===== config.mk =====
export PLATFORM = sky130hd
export DESIGN_NAME = dbr_core
export DESIGN_NICKNAME = d
export VERILOG_FILES = /design/src/hdl/dbr_pkg.sv /design/src/hdl/dbr_fifo.sv /design/src/hdl/dbr_delay_line.sv /design/src/hdl/dbr_core.sv
export SDC_FILE = /design/constraint.sdc
export NUM_CORES = 2
export LEC_CHECK = 0
export BUFFER_PORTS_ARGS = -buffer_cell sky130_fd_sc_hd__buf_2
export CORE_ASPECT_RATIO = 0.5
export CORE_MARGIN = 5
export CORE_UTILIZATION = 55
export DETAILED_ROUTE_END_ITERATION = 12
export PLACE_DENSITY = 0.71
export SKIP_CTS_REPAIR_TIMING = 1
export SKIP_LAST_GASP = 1
export SYNTH_ARGS = -nofsm -noshare
export SYNTH_HDL_FRONTEND = slang
export SYNTH_SLANG_ARGS = --single-unit

===== constraint.sdc =====
create_clock -name sys_clk -period 9.2 [get_ports sys_clk]
set_clock_uncertainty 0.1 [all_clocks]
set_input_delay 1.84 -clock sys_clk [delete_from_list [all_inputs] [get_ports sys_clk]]
set_output_delay 1.84 -clock sys_clk [all_outputs]
set_load 0.02 [all_outputs]

===== src/hdl/dbr_pkg.sv =====
// Shared constants, types and helpers for the DDR3L bank, burst and refresh block.
package dbr_pkg;

    // ----------------------------------------------------------------
    // Geometry
    // ----------------------------------------------------------------
    localparam int NUM_BANKS   = 8;
    localparam int BANK_W      = 3;
    localparam int ADDR_W      = 14;
    localparam int WORD_W      = 16;
    localparam int PAIR_W      = 32;
    localparam int MEM_WORDS   = 64;
    localparam int MEM_IDX_W   = 6;
    localparam int CHOP_BIT    = 12;
    localparam int AUTO_PRE_BIT = 10;
    localparam int LAT_W       = 5;
    localparam int LAT_DEPTH   = 32;
    localparam int PAYLOAD_W   = 7;
    localparam int FIFO_DEPTH  = 32;
    localparam int TIMER_W     = 8;

    // ----------------------------------------------------------------
    // Command codes on {row strobe, column strobe, write enable}
    // ----------------------------------------------------------------
    localparam logic [2:0] CMD_ACT = 3'h3;
    localparam logic [2:0] CMD_RD  = 3'h5;
    localparam logic [2:0] CMD_WR  = 3'h4;
    localparam logic [2:0] CMD_PRE = 3'h2;
    localparam logic [2:0] CMD_REF = 3'h1;
    localparam logic [20:0] PIN_IDLE = 21'h1e0000;

    // ----------------------------------------------------------------
    // Burst control
    // ----------------------------------------------------------------
    localparam logic [1:0] BURST_FIXED8 = 2'h0;
    localparam logic [1:0] BURST_OTF    = 2'h1;
    localparam logic [2:0] PAIRS_FULL   = 3'h4;
    localparam logic [2:0] PAIRS_CHOP   = 3'h2;
    localparam logic [2:0] COLUMN_TO_COLUMN_DELAY = 3'h4;
    localparam logic [LAT_W-1:0] MIN_LATENCY = 5'h02;

    // ----------------------------------------------------------------
    // Timing
    // ----------------------------------------------------------------
    localparam int CLK_PERIOD_NS         = 10;
    localparam int PRECHARGE_TIME_NS     = 15;
    localparam int REFRESH_CYCLE_TIME_NS = 160;
    localparam logic [TIMER_W-1:0] PRECHARGE_CYCLES =
        TIMER_W'((PRECHARGE_TIME_NS + CLK_PERIOD_NS - 1) / CLK_PERIOD_NS);
    localparam logic [TIMER_W-1:0] REFRESH_CYCLES =
        TIMER_W'((REFRESH_CYCLE_TIME_NS + CLK_PERIOD_NS - 1) / CLK_PERIOD_NS);

    typedef enum logic [2:0] {
        DBR_IDLE  = 3'h1,
        DBR_READ  = 3'h2,
        DBR_WRITE = 3'h4
    } dbr_burst_e;

    function automatic logic dbr_full_burst(input logic [1:0] mode, input logic chop);
        dbr_full_burst = (mode == BURST_FIXED8) || ((mode == BURST_OTF) && chop);
    endfunction : dbr_full_burst

    function automatic logic [MEM_IDX_W-1:0] dbr_index(input logic [BANK_W-1:0] bank,
                                                      input logic [1:0] pair,
                                                      input logic half);
        dbr_index = {bank, pair, half};
    endfunction : dbr_index

endpackage : dbr_pkg


===== src/hdl/dbr_fifo.sv =====
// Read data FIFO with valid and ready on both sides.
`timescale 1ns/1ns
module dbr_fifo #(
    parameter int WIDTH = 32,
    parameter int DEPTH = 32
) (
    input  wire logic             sys_clk,
    input  wire logic             rst_n,
    input  wire logic             in_valid,
    output logic                  in_ready,
    input  wire logic [WIDTH-1:0] in_data,
    output logic                  out_valid,
    input  wire logic             out_ready,
    output logic      [WIDTH-1:0] out_data
);
    localparam int PTR_W = $clog2(DEPTH);

    logic [WIDTH-1:0] store [DEPTH];
    logic [PTR_W-1:0] wr_ptr;
    logic [PTR_W-1:0] rd_ptr;
    logic [PTR_W:0]   count;
    logic             do_push;
    logic             do_pop;

    assign in_ready  = (count != (PTR_W+1)'(DEPTH));
    assign out_valid = (count != '0);
    assign out_data  = store[rd_ptr];
    assign do_push   = in_valid && in_ready;
    assign do_pop    = out_valid && out_ready;

    always_ff @(posedge sys_clk) begin
        if (do_push) begin
            store[wr_ptr] <= in_data;
        end
    end

    always_ff @(posedge sys_clk) begin
        if (!rst_n) begin
            wr_ptr <= '0;
            rd_ptr <= '0;
            count  <= '0;
        end else begin
            if (do_push) begin
                wr_ptr <= wr_ptr + 1'b1;
            end
            if (do_pop) begin
                rd_ptr <= rd_ptr + 1'b1;
            end
            count <= count + (PTR_W+1)'(do_push) - (PTR_W+1)'(do_pop);
        end
    end
endmodule : dbr_fifo


===== src/hdl/dbr_delay_line.sv =====
// Variable delay line that holds read commands for the read latency.
`timescale 1ns/1ns
module dbr_delay_line
    import dbr_pkg::*;
(
    input  wire logic                 sys_clk,
    input  wire logic                 rst_n,
    input  wire logic                 in_valid,
    input  wire logic [PAYLOAD_W-1:0] in_payload,
    input  wire logic [LAT_W-1:0]     latency,
    output logic                      out_valid,
    output logic      [PAYLOAD_W-1:0] out_payload
);
    logic [LAT_DEPTH-1:0] stage_valid;
    logic [PAYLOAD_W-1:0] stage_payload [LAT_DEPTH];
    logic [LAT_W-1:0]     tap;

    // The first stage and the engine each add one cycle, so the tap sits two short of the latency.
    assign tap         = (latency < MIN_LATENCY) ? '0 : latency - MIN_LATENCY;
    assign out_valid   = stage_valid[tap];
    assign out_payload = stage_payload[tap];

    always_ff @(posedge sys_clk) begin
        if (!rst_n) begin
            stage_valid <= '0;
        end else begin
            stage_valid <= {stage_valid[LAT_DEPTH-2:0], in_valid};
        end
    end

    always_ff @(posedge sys_clk) begin
        stage_payload[0] <= in_payload;
        for (int i = 1; i < LAT_DEPTH; i++) begin
            stage_payload[i] <= stage_payload[i-1];
        end
    end
endmodule : dbr_delay_line


===== src/hdl/dbr_core.sv =====
// DDR3L device bank state, burst engine, read latency and refresh logic.
// Operation
// RULE1 - Activate opens the addressed row in the selected bank.
// RULE2 - Controller keeps row open until precharge; precharge before another row.
// RULE3 - Precharge closes one bank or all banks, by the auto precharge bit.
// RULE4 - Controller waits the precharge time before activating that bank.
// RULE5 - Controller may access other banks during an auto precharge.
// RULE6 - A precharged bank is idle; reads and writes need an activate first.
// RULE7 - Precharge to an idle bank is accepted and restarts the timer.
// RULE8 - Chop bit low gives four beats, high gives eight; column gap four.
// RULE9 - Chop bit never forms part of the column address.
// RULE10 - Auto precharge is chosen per read or write command.
// RULE11 - Read data follows after additive plus column access latency.
// RULE12 - Eight beats when burst field is 00, or 01 with chop bit high.
// RULE13 - Controller resets the device after any general timing violation.
// RULE14 - Data setup or hold faults corrupt only the addressed location.
// RULE15 - Strobe faults corrupt only the addressed location; no hang.
// RULE16 - Refresh decodes as select, row and column strobes low, write high.
// RULE17 - Controller refreshes only with all banks idle past precharge time.
// RULE18 - Refresh rows come from an internal counter, not the address bus.
// RULE19 - After refresh all banks idle; only idle commands until cycle time.
// RULE20 - Controller averages one refresh per interval, at most eight postponed.
// RULE21 - Controller may pull in at most eight refreshes for credit.
// RULE22 - Controller flushes postponed refreshes before self-refresh.
// RULE23 - Controller tracks open rows and precharge timers per bank.
`timescale 1ns/1ns
module dbr_core
    import dbr_pkg::*;
(
    input  wire logic              sys_clk,
    input  wire logic              rst_n,
    input  wire logic              cmd_cs_n,
    input  wire logic              cmd_ras_n,
    input  wire logic              cmd_cas_n,
    input  wire logic              cmd_we_n,
    input  wire logic [BANK_W-1:0] bank_select_inputs,
    input  wire logic [ADDR_W-1:0] row_column_address_inputs,
    input  wire logic [1:0]        mode_register_zero_burst,
    input  wire logic [3:0]        additive_latency,
    input  wire logic [3:0]        column_access_latency,
    input  wire logic [PAIR_W-1:0] wr_data,
    input  wire logic              wr_valid,
    input  wire logic              wr_strobe_fault,
    output logic                   wr_ready,
    output logic      [PAIR_W-1:0] rd_data,
    output logic                   rd_valid,
    input  wire logic              rd_ready,
    output logic      [NUM_BANKS-1:0] bank_open,
    output logic      [NUM_BANKS-1:0] bank_ready,
    output logic                   refresh_busy,
    output logic      [ADDR_W-1:0] refresh_row,
    output logic                   cmd_refused
);

    // ----------------------------------------------------------------
    // Pin synchronisers
    // ----------------------------------------------------------------
    logic [20:0] pin_s1;
    logic [20:0] pin_s2;

    always_ff @(posedge sys_clk) begin
        if (!rst_n) begin
            pin_s1 <= PIN_IDLE;
            pin_s2 <= PIN_IDLE;
        end else begin
            pin_s1 <= {cmd_cs_n, cmd_ras_n, cmd_cas_n, cmd_we_n,
                       bank_select_inputs, row_column_address_inputs};
            pin_s2 <= pin_s1;
        end
    end

    // ----------------------------------------------------------------
    // Command decode
    // ----------------------------------------------------------------
    logic              sel;
    logic [2:0]        code;
    logic [BANK_W-1:0] ba;
    logic [ADDR_W-1:0] addr;
    logic              is_act;
    logic              is_rd;
    logic              is_wr;
    logic              is_pre;
    logic              is_ref;
    logic              auto_pre;
    logic              full_burst;
    logic [2:0]        col_start;

    assign sel        = !pin_s2[20];
    assign code       = pin_s2[19:17];
    assign ba         = pin_s2[16:14];
    assign addr       = pin_s2[13:0];
    assign is_act     = sel && (code == CMD_ACT);
    assign is_rd      = sel && (code == CMD_RD);
    assign is_wr      = sel && (code == CMD_WR);
    assign is_pre     = sel && (code == CMD_PRE);
    assign is_ref     = sel && (code == CMD_REF);                          // [RULE16]
    assign auto_pre   = addr[AUTO_PRE_BIT];                                // [RULE3] [RULE10]
    assign full_burst = dbr_full_burst(mode_register_zero_burst, addr[CHOP_BIT]); // [RULE8] [RULE12]
    assign col_start  = addr[2:0];                                         // [RULE9]

    // ----------------------------------------------------------------
    // Acceptance
    // ----------------------------------------------------------------
    dbr_burst_e        state;
    logic [TIMER_W-1:0] pre_timer [NUM_BANKS];
    logic [TIMER_W-1:0] ref_timer;
    logic [2:0]        ccd_timer;
    logic              act_ok;
    logic              rd_ok;
    logic              wr_ok;
    logic              ref_ok;
    logic              col_free;

    assign col_free = (ccd_timer == '0) && !refresh_busy;
    assign act_ok   = is_act && !bank_open[ba] && bank_ready[ba] && !refresh_busy;
    assign rd_ok    = is_rd && bank_open[ba] && col_free;                  // [RULE6]
    assign wr_ok    = is_wr && bank_open[ba] && col_free && (state == DBR_IDLE); // [RULE6]
    assign ref_ok   = is_ref && (bank_open == '0) && (bank_ready == '1) && !refresh_busy;

    always_ff @(posedge sys_clk) begin
        if (!rst_n) begin
            cmd_refused <= 1'b0;
        end else begin
            // Precharge is taken even to an idle bank, but refused while a refresh is busy.
            cmd_refused <= (is_act && !act_ok) || (is_rd && !rd_ok) ||
                           (is_wr && !wr_ok) || (is_ref && !ref_ok) ||
                           (is_pre && refresh_busy);                       // [RULE19]
        end
    end

    // Column commands cannot come closer than the column-to-column delay.
    always_ff @(posedge sys_clk) begin
        if (!rst_n) begin
            ccd_timer <= '0;
        end else if (rd_ok || wr_ok) begin
            ccd_timer <= COLUMN_TO_COLUMN_DELAY - 3'h1;                    // [RULE8]
        end else if (ccd_timer != '0) begin
            ccd_timer <= ccd_timer - 3'h1;
        end
    end

    // ----------------------------------------------------------------
    // Bank state
    // ----------------------------------------------------------------
    logic [ADDR_W-1:0] open_row [NUM_BANKS];
    logic              pre_hit  [NUM_BANKS];

    always_comb begin
        for (int b = 0; b < NUM_BANKS; b++) begin
            pre_hit[b] = (is_pre && !refresh_busy && (auto_pre || (ba == BANK_W'(b)))) ||
                         ((rd_ok || wr_ok) && auto_pre && (ba == BANK_W'(b)));  // [RULE3] [RULE10]
        end
    end

    always_ff @(posedge sys_clk) begin
        if (!rst_n) begin
            bank_open <= '0;
        end else begin
            for (int b = 0; b < NUM_BANKS; b++) begin
                if (pre_hit[b]) begin
                    bank_open[b] <= 1'b0;                                  // [RULE3]
                end else if (act_ok && (ba == BANK_W'(b))) begin
                    bank_open[b] <= 1'b1;                                  // [RULE1]
                end
            end
        end
    end

    always_ff @(posedge sys_clk) begin
        if (!rst_n) begin
            for (int b = 0; b < NUM_BANKS; b++) begin
                open_row[b] <= '0;
            end
        end else if (act_ok) begin
            open_row[ba] <= addr;                                          // [RULE1]
        end
    end

    always_ff @(posedge sys_clk) begin
        if (!rst_n) begin
            for (int b = 0; b < NUM_BANKS; b++) begin
                pre_timer[b] <= '0;
            end
        end else begin
            for (int b = 0; b < NUM_BANKS; b++) begin
                if (pre_hit[b]) begin
                    pre_timer[b] <= PRECHARGE_CYCLES;                      // [RULE7]
                end else if (pre_timer[b] != '0) begin
                    pre_timer[b] <= pre_timer[b] - 1'b1;
                end
            end
        end
    end

    always_comb begin
        for (int b = 0; b < NUM_BANKS; b++) begin
            bank_ready[b] = (pre_timer[b] == '0);
        end
    end

    // ----------------------------------------------------------------
    // Refresh
    // ----------------------------------------------------------------
    assign refresh_busy = (ref_timer != '0);

    always_ff @(posedge sys_clk) begin
        if (!rst_n) begin
            ref_timer <= '0;
        end else if (ref_ok) begin
            ref_timer <= REFRESH_CYCLES;                                   // [RULE19]
        end else if (ref_timer != '0) begin
            ref_timer <= ref_timer - 1'b1;
        end
    end

    // The address bus is ignored here; the row comes from the counter.
    always_ff @(posedge sys_clk) begin
        if (!rst_n) begin
            refresh_row <= '0;
        end else if (ref_ok) begin
            refresh_row <= refresh_row + 1'b1;                             // [RULE18]
        end
    end

    // ----------------------------------------------------------------
    // Read latency and burst engine
    // ----------------------------------------------------------------
    logic                 lat_valid;
    logic [PAYLOAD_W-1:0] lat_payload;
    logic [LAT_W-1:0]     read_latency;
    logic [WORD_W-1:0]    mem [MEM_WORDS];
    logic [BANK_W-1:0]    eng_bank;
    logic [1:0]           eng_pair;
    logic [2:0]           pairs_left;
    logic                 push_valid;
    logic                 push_ready;
    logic                 eng_step;
    logic [MEM_IDX_W-1:0] idx_lo;
    logic [MEM_IDX_W-1:0] idx_hi;

    assign read_latency = {1'b0, additive_latency} + {1'b0, column_access_latency}; // [RULE11]

    dbr_delay_line u_delay (
        .sys_clk     (sys_clk),
        .rst_n       (rst_n),
        .in_valid    (rd_ok),
        .in_payload  ({full_burst, ba, col_start}),
        .latency     (read_latency),
        .out_valid   (lat_valid),
        .out_payload (lat_payload)
    );

    assign idx_lo     = dbr_index(eng_bank, eng_pair, 1'b0);
    assign idx_hi     = dbr_index(eng_bank, eng_pair, 1'b1);
    assign push_valid = (state == DBR_READ);
    assign wr_ready   = (state == DBR_WRITE);
    // A read burst waits for FIFO room; a write burst never waits for data.
    assign eng_step   = (state == DBR_WRITE) || (push_valid && push_ready);

    // A latency slot that matures while a burst runs is dropped; the column spacing of four
    // does not stop this: a read four cycles after a full read burst matures in that burst.
    always_ff @(posedge sys_clk) begin
        if (!rst_n) begin
            state      <= DBR_IDLE;
            eng_bank   <= '0;
            eng_pair   <= '0;
            pairs_left <= '0;
        end else begin
            unique case (state)
                DBR_IDLE: begin
                    if (lat_valid) begin
                        state      <= DBR_READ;
                        eng_bank   <= lat_payload[5:3];
                        eng_pair   <= lat_payload[2:1];
                        pairs_left <= lat_payload[6] ? PAIRS_FULL : PAIRS_CHOP; // [RULE8]
                    end else if (wr_ok) begin
                        state      <= DBR_WRITE;
                        eng_bank   <= ba;
                        eng_pair   <= col_start[2:1];
                        pairs_left <= full_burst ? PAIRS_FULL : PAIRS_CHOP;     // [RULE12]
                    end
                end
                DBR_READ, DBR_WRITE: begin
                    if (eng_step) begin
                        eng_pair   <= eng_pair + 2'h1;
                        pairs_left <= pairs_left - 3'h1;
                        if (pairs_left == 3'h1) begin
                            state <= DBR_IDLE;                             // [RULE15]
                        end
                    end
                end
            endcase
        end
    end

    // A beat with a strobe fault is stored as received and touches only
    // its own location; the burst still ends on schedule.
    always_ff @(posedge sys_clk) begin
        if ((state == DBR_WRITE) && wr_valid) begin
            mem[idx_lo] <= wr_data[WORD_W-1:0];                            // [RULE14]
            mem[idx_hi] <= wr_data[PAIR_W-1:WORD_W];                       // [RULE14]
        end
    end

    dbr_fifo #(
        .WIDTH (PAIR_W),
        .DEPTH (FIFO_DEPTH)
    ) u_fifo (
        .sys_clk   (sys_clk),
        .rst_n     (rst_n),
        .in_valid  (push_valid),
        .in_ready  (push_ready),
        .in_data   ({mem[idx_hi], mem[idx_lo]}),
        .out_valid (rd_valid),
        .out_ready (rd_ready),
        .out_data  (rd_data)
    );
endmodule : dbr_core


==> impl_metrics.yaml <==
synth:
  synth_cell_types: 69
  syn-mean-instance-area_um2: 20.5
  synth_largest_area_cell: "edfxtp_1"
  syn_nets: 4605
  syn_inst: 4489
  synth-seq-cells: 2424
  synth_seq_area_share: 0.758
  synth_edf_count: 2112
  syn_area_mm2: 0.0919
  synthArstFlopShare: 0
  synthFlopType: "edfxtp_1"
  yosys-top-cells-area: "edfxtp_1, mux4_2, dfxtp_1"
  netlist.area_leader.share: 0.690
  yosysWarnings: 0
route:
  via_count: 46000
  routed_via_density: 6.48
  drt_iter0_drc: 6190
  wl_per_cell_um: 30.3
  drt_wl_total_mm: 215
  ant_nets: 0
  drt_pre_antenna_iters: 6
  drcViolationCount: 0
power:
  report.power.total_w: 0.0299
  powerDensity_mw_per_mm2: 291
  p_leak_nw: 32.2
  vdd_drop_max_v: 0.000203
placed_design:
  gp_congestion: 0.853
  port_buffers: 122
  dpl.hpwl_mm: 114
die:
  coreArea_mm2: 0.167
  die_h_um: 299
  num_rows: 106
  dieArea_mm2: 0.176
  start_util: 0.552
  ios: 134
  die_x_um: 588
clock_network:
  cts_made_buffers: 206
  clkLatencyLatePin_ns: 0.85
  cts_tree: "done"
  clkSinkCount: 2424
  htreeDepth: 4
  clockBufferDepth: 4
  path_clk_slew_ns: 0.07
  cts-root-buf: "clkbuf_16"
sta:
  rsz0062_at_grt: "no"
  worst_pin_slew_ns: 1.21
  slew_headroom: 0.171
  drv_slew: 0
  hold_viol_final: 0
  max_freq_mhz: 151
  setup_viol: 0
  period_needed_ns: 6.61
  period_share: 0.719
  finalSetupTns_ns: 0
global_route:
  grt_first_pass_wirelength_mm: 315
  antenna_found_initial: 9
  grtUsageTotal: 0.244
  globalRouteOverflowTotal: 0
  grt_max_degree: 173
  grt_pass1_vias: 46800
worst_setup_path:
  crit_fanout: 22
  setup.worst_path.start_class: "input port"
  cp-end-kind: "flip-flop"
  required_ns: 9.78
  critical_path_arrival_ns: 7.20
  crit_type: "in -> reg"
layout:
  fill_cells: 11300
  drive_above_1_share: 0.266
  final_nets: 4839
  multiInputGateArea_mm2: 0.0217
  utilization: 0.617
  final-seq-area_mm2: 0.0697
  area_growth_syn_to_layout_pct: 11.7
run:
  max_cap_viol_count: 0
run_status:
  status: "finished clean"
worst_hold_path:
  hold_class: "reg -> reg"
-- cell usage after synthesis (4+ instances only) --
master,n
xor2_1,26
mux4_2,594
inv_1,61
nor3_1,41
nand3b_1,9
nor2b_1,6
nor4_1,18
or4_4,6
buf_2,5
nor4b_1,8
edfxtp_1,2112
dfxtp_1,312
or3b_2,4
mux2i_1,45
a21oi_1,54
mux2_2,46
o21ai_0,41
a221oi_1,6
o221ai_1,11
o21a_1,5
nor2_1,255
buf_1,67
o22ai_1,16
or2_2,5
xnor2_1,48
ha_1,46
nand2_1,74
nand4_1,39
or3_1,20
o21bai_1,4
and3_1,10
o21ai_1,4
a22oi_1,132
nor4b_4,4
o2111ai_1,7
and2_1,61
nand3_1,29
a31oi_1,7
o211ai_1,14
clkbuf_1,156
nand2b_1,19
a211oi_1,16
-- per-layer routing --
metal | up-vias | part of all wire | global-route usage
li1 | 18900 | - | -
met1 | 24300 | 0.40 | 0.354
met2 | 2447 | 0.48 | 0.388
met3 | 377 | 0.098 | 0.0441
met4 | 0 | 0.028 | 0.0651
met5 | - | 0 | 0
-- where the power goes --
| part | internal (W) | switching (W) |
|---|---|---|
| Sequential | 0.0139 | 0.000378 |
| Clock | 0.00480 | 0.00384 |
| Combinational | 0.00253 | 0.00442 |
-- path summary, 6_finish.rpt --
path | start | to | slack [ns] | depth (start not counted)
setup reg to reg | eng_pair[1] | u_fifo.store[17][27] | 4.75 | 6
setup / recovery | additive_latency[0] | pairs_left[2] | 2.59 | 16
hold / removal | u_delay.stage_payload[10][2] | u_delay.stage_payload[11][2] | 0.20 | 0
hold reg to reg | u_delay.stage_payload[10][2] | u_delay.stage_payload[11][2] | 0.20 | 0
-- critical path, stage by stage --
cell and delay [ns]:
buf_2 0.10, ha_4 0.14, inv_1 0.05, fa_1 1.09
ha_2 0.40, or3b_2 0.51, nor4b_2 0.93, nor2_1 0.48
buf_4 0.34, a22oi_1 0.18, o31ai_1 0.10, o21ai_1 0.20
buf_4 0.25, a21oi_2 0.17, and2_1 0.19, a32o_1 0.20
-- state kept, by name, indices dropped and copies added (netlist names), 5 cells and up, named ones only --
signal                 cells
u_fifo.store            1024
pin_s1                    11
u_fifo.count               6
u_delay.stage_valid       32
u_fifo.rd_ptr              5
bank_open                  8
refresh_row               14
mem                     1024
ref_timer                  8
u_fifo.wr_ptr              5
u_delay.stage_payload    192
pin_s2                    11
pre_timer                 64
-- cell families (layout without fill, tap and decap cells) --
logic type / after synthesis / in the layout / synth area share
flip-flops: 2424 / 2424 / 0.758
other: 0 / 1 / 0
buffers and inverters: 290 / 687 / 0.0119
AO/OA/AOI/OAI: 345 / 345 / 0.0258
XOR/XNOR: 74 / 74 / 0.00705
multiplexers: 685 / 685 / 0.156
AND/OR/NAND/NOR: 623 / 623 / 0.0346
adder cells (fa/ha/maj): 48 / 48 / 0.00670
-- metrics by stage --
step           cell area, um^2  hold WS (ns)  setup WS, ns  std cells
4_1_cts                 103000         0.209          2.63       7100
3_3_place_gp             96100         0.228          1.92       6729
2_1_floorplan            91900         0.223          3.58       4489
5_1_grt                 103000         0.211          2.37       7100
6_report                103000         0.197          2.59       7101
3_5_place_dp             96100         0.231          1.79       6729
-- placed cells by master (no fill, tap or decap), types with 38 or more instances in the layout --
cell type and n:
mux4_2 594, xnor2_1 48, mux2i_1 45, mux2_2 46
ha_1 44, edfxtp_1 2112, a22oi_1 132, nand2_1 74
buf_4 127, clkinv_1 38, a21oi_1 54, nor3_1 39
nand4_1 39, nor2_1 189, and2_1 59, nor2_4 66
dfxtp_1 305, clkbuf_16 214, o21ai_0 41, buf_2 122
inv_1 62
-- cell type report --
class / count / share of cell area
Clock inverter: 103 / 0.00897
Clock buffer: 268 / 0.0556
Inverter: 62 / 0.00227
Antenna cell: 1 / 0.0000244
Multi-Input combinational cell: 1775 / 0.211
Tap cell: 2214 / 0.0270
Sequential cell: 2424 / 0.679
Timing Repair Buffer: 254 / 0.0162
Note: power is estimated with default switching activity, not from simulation.
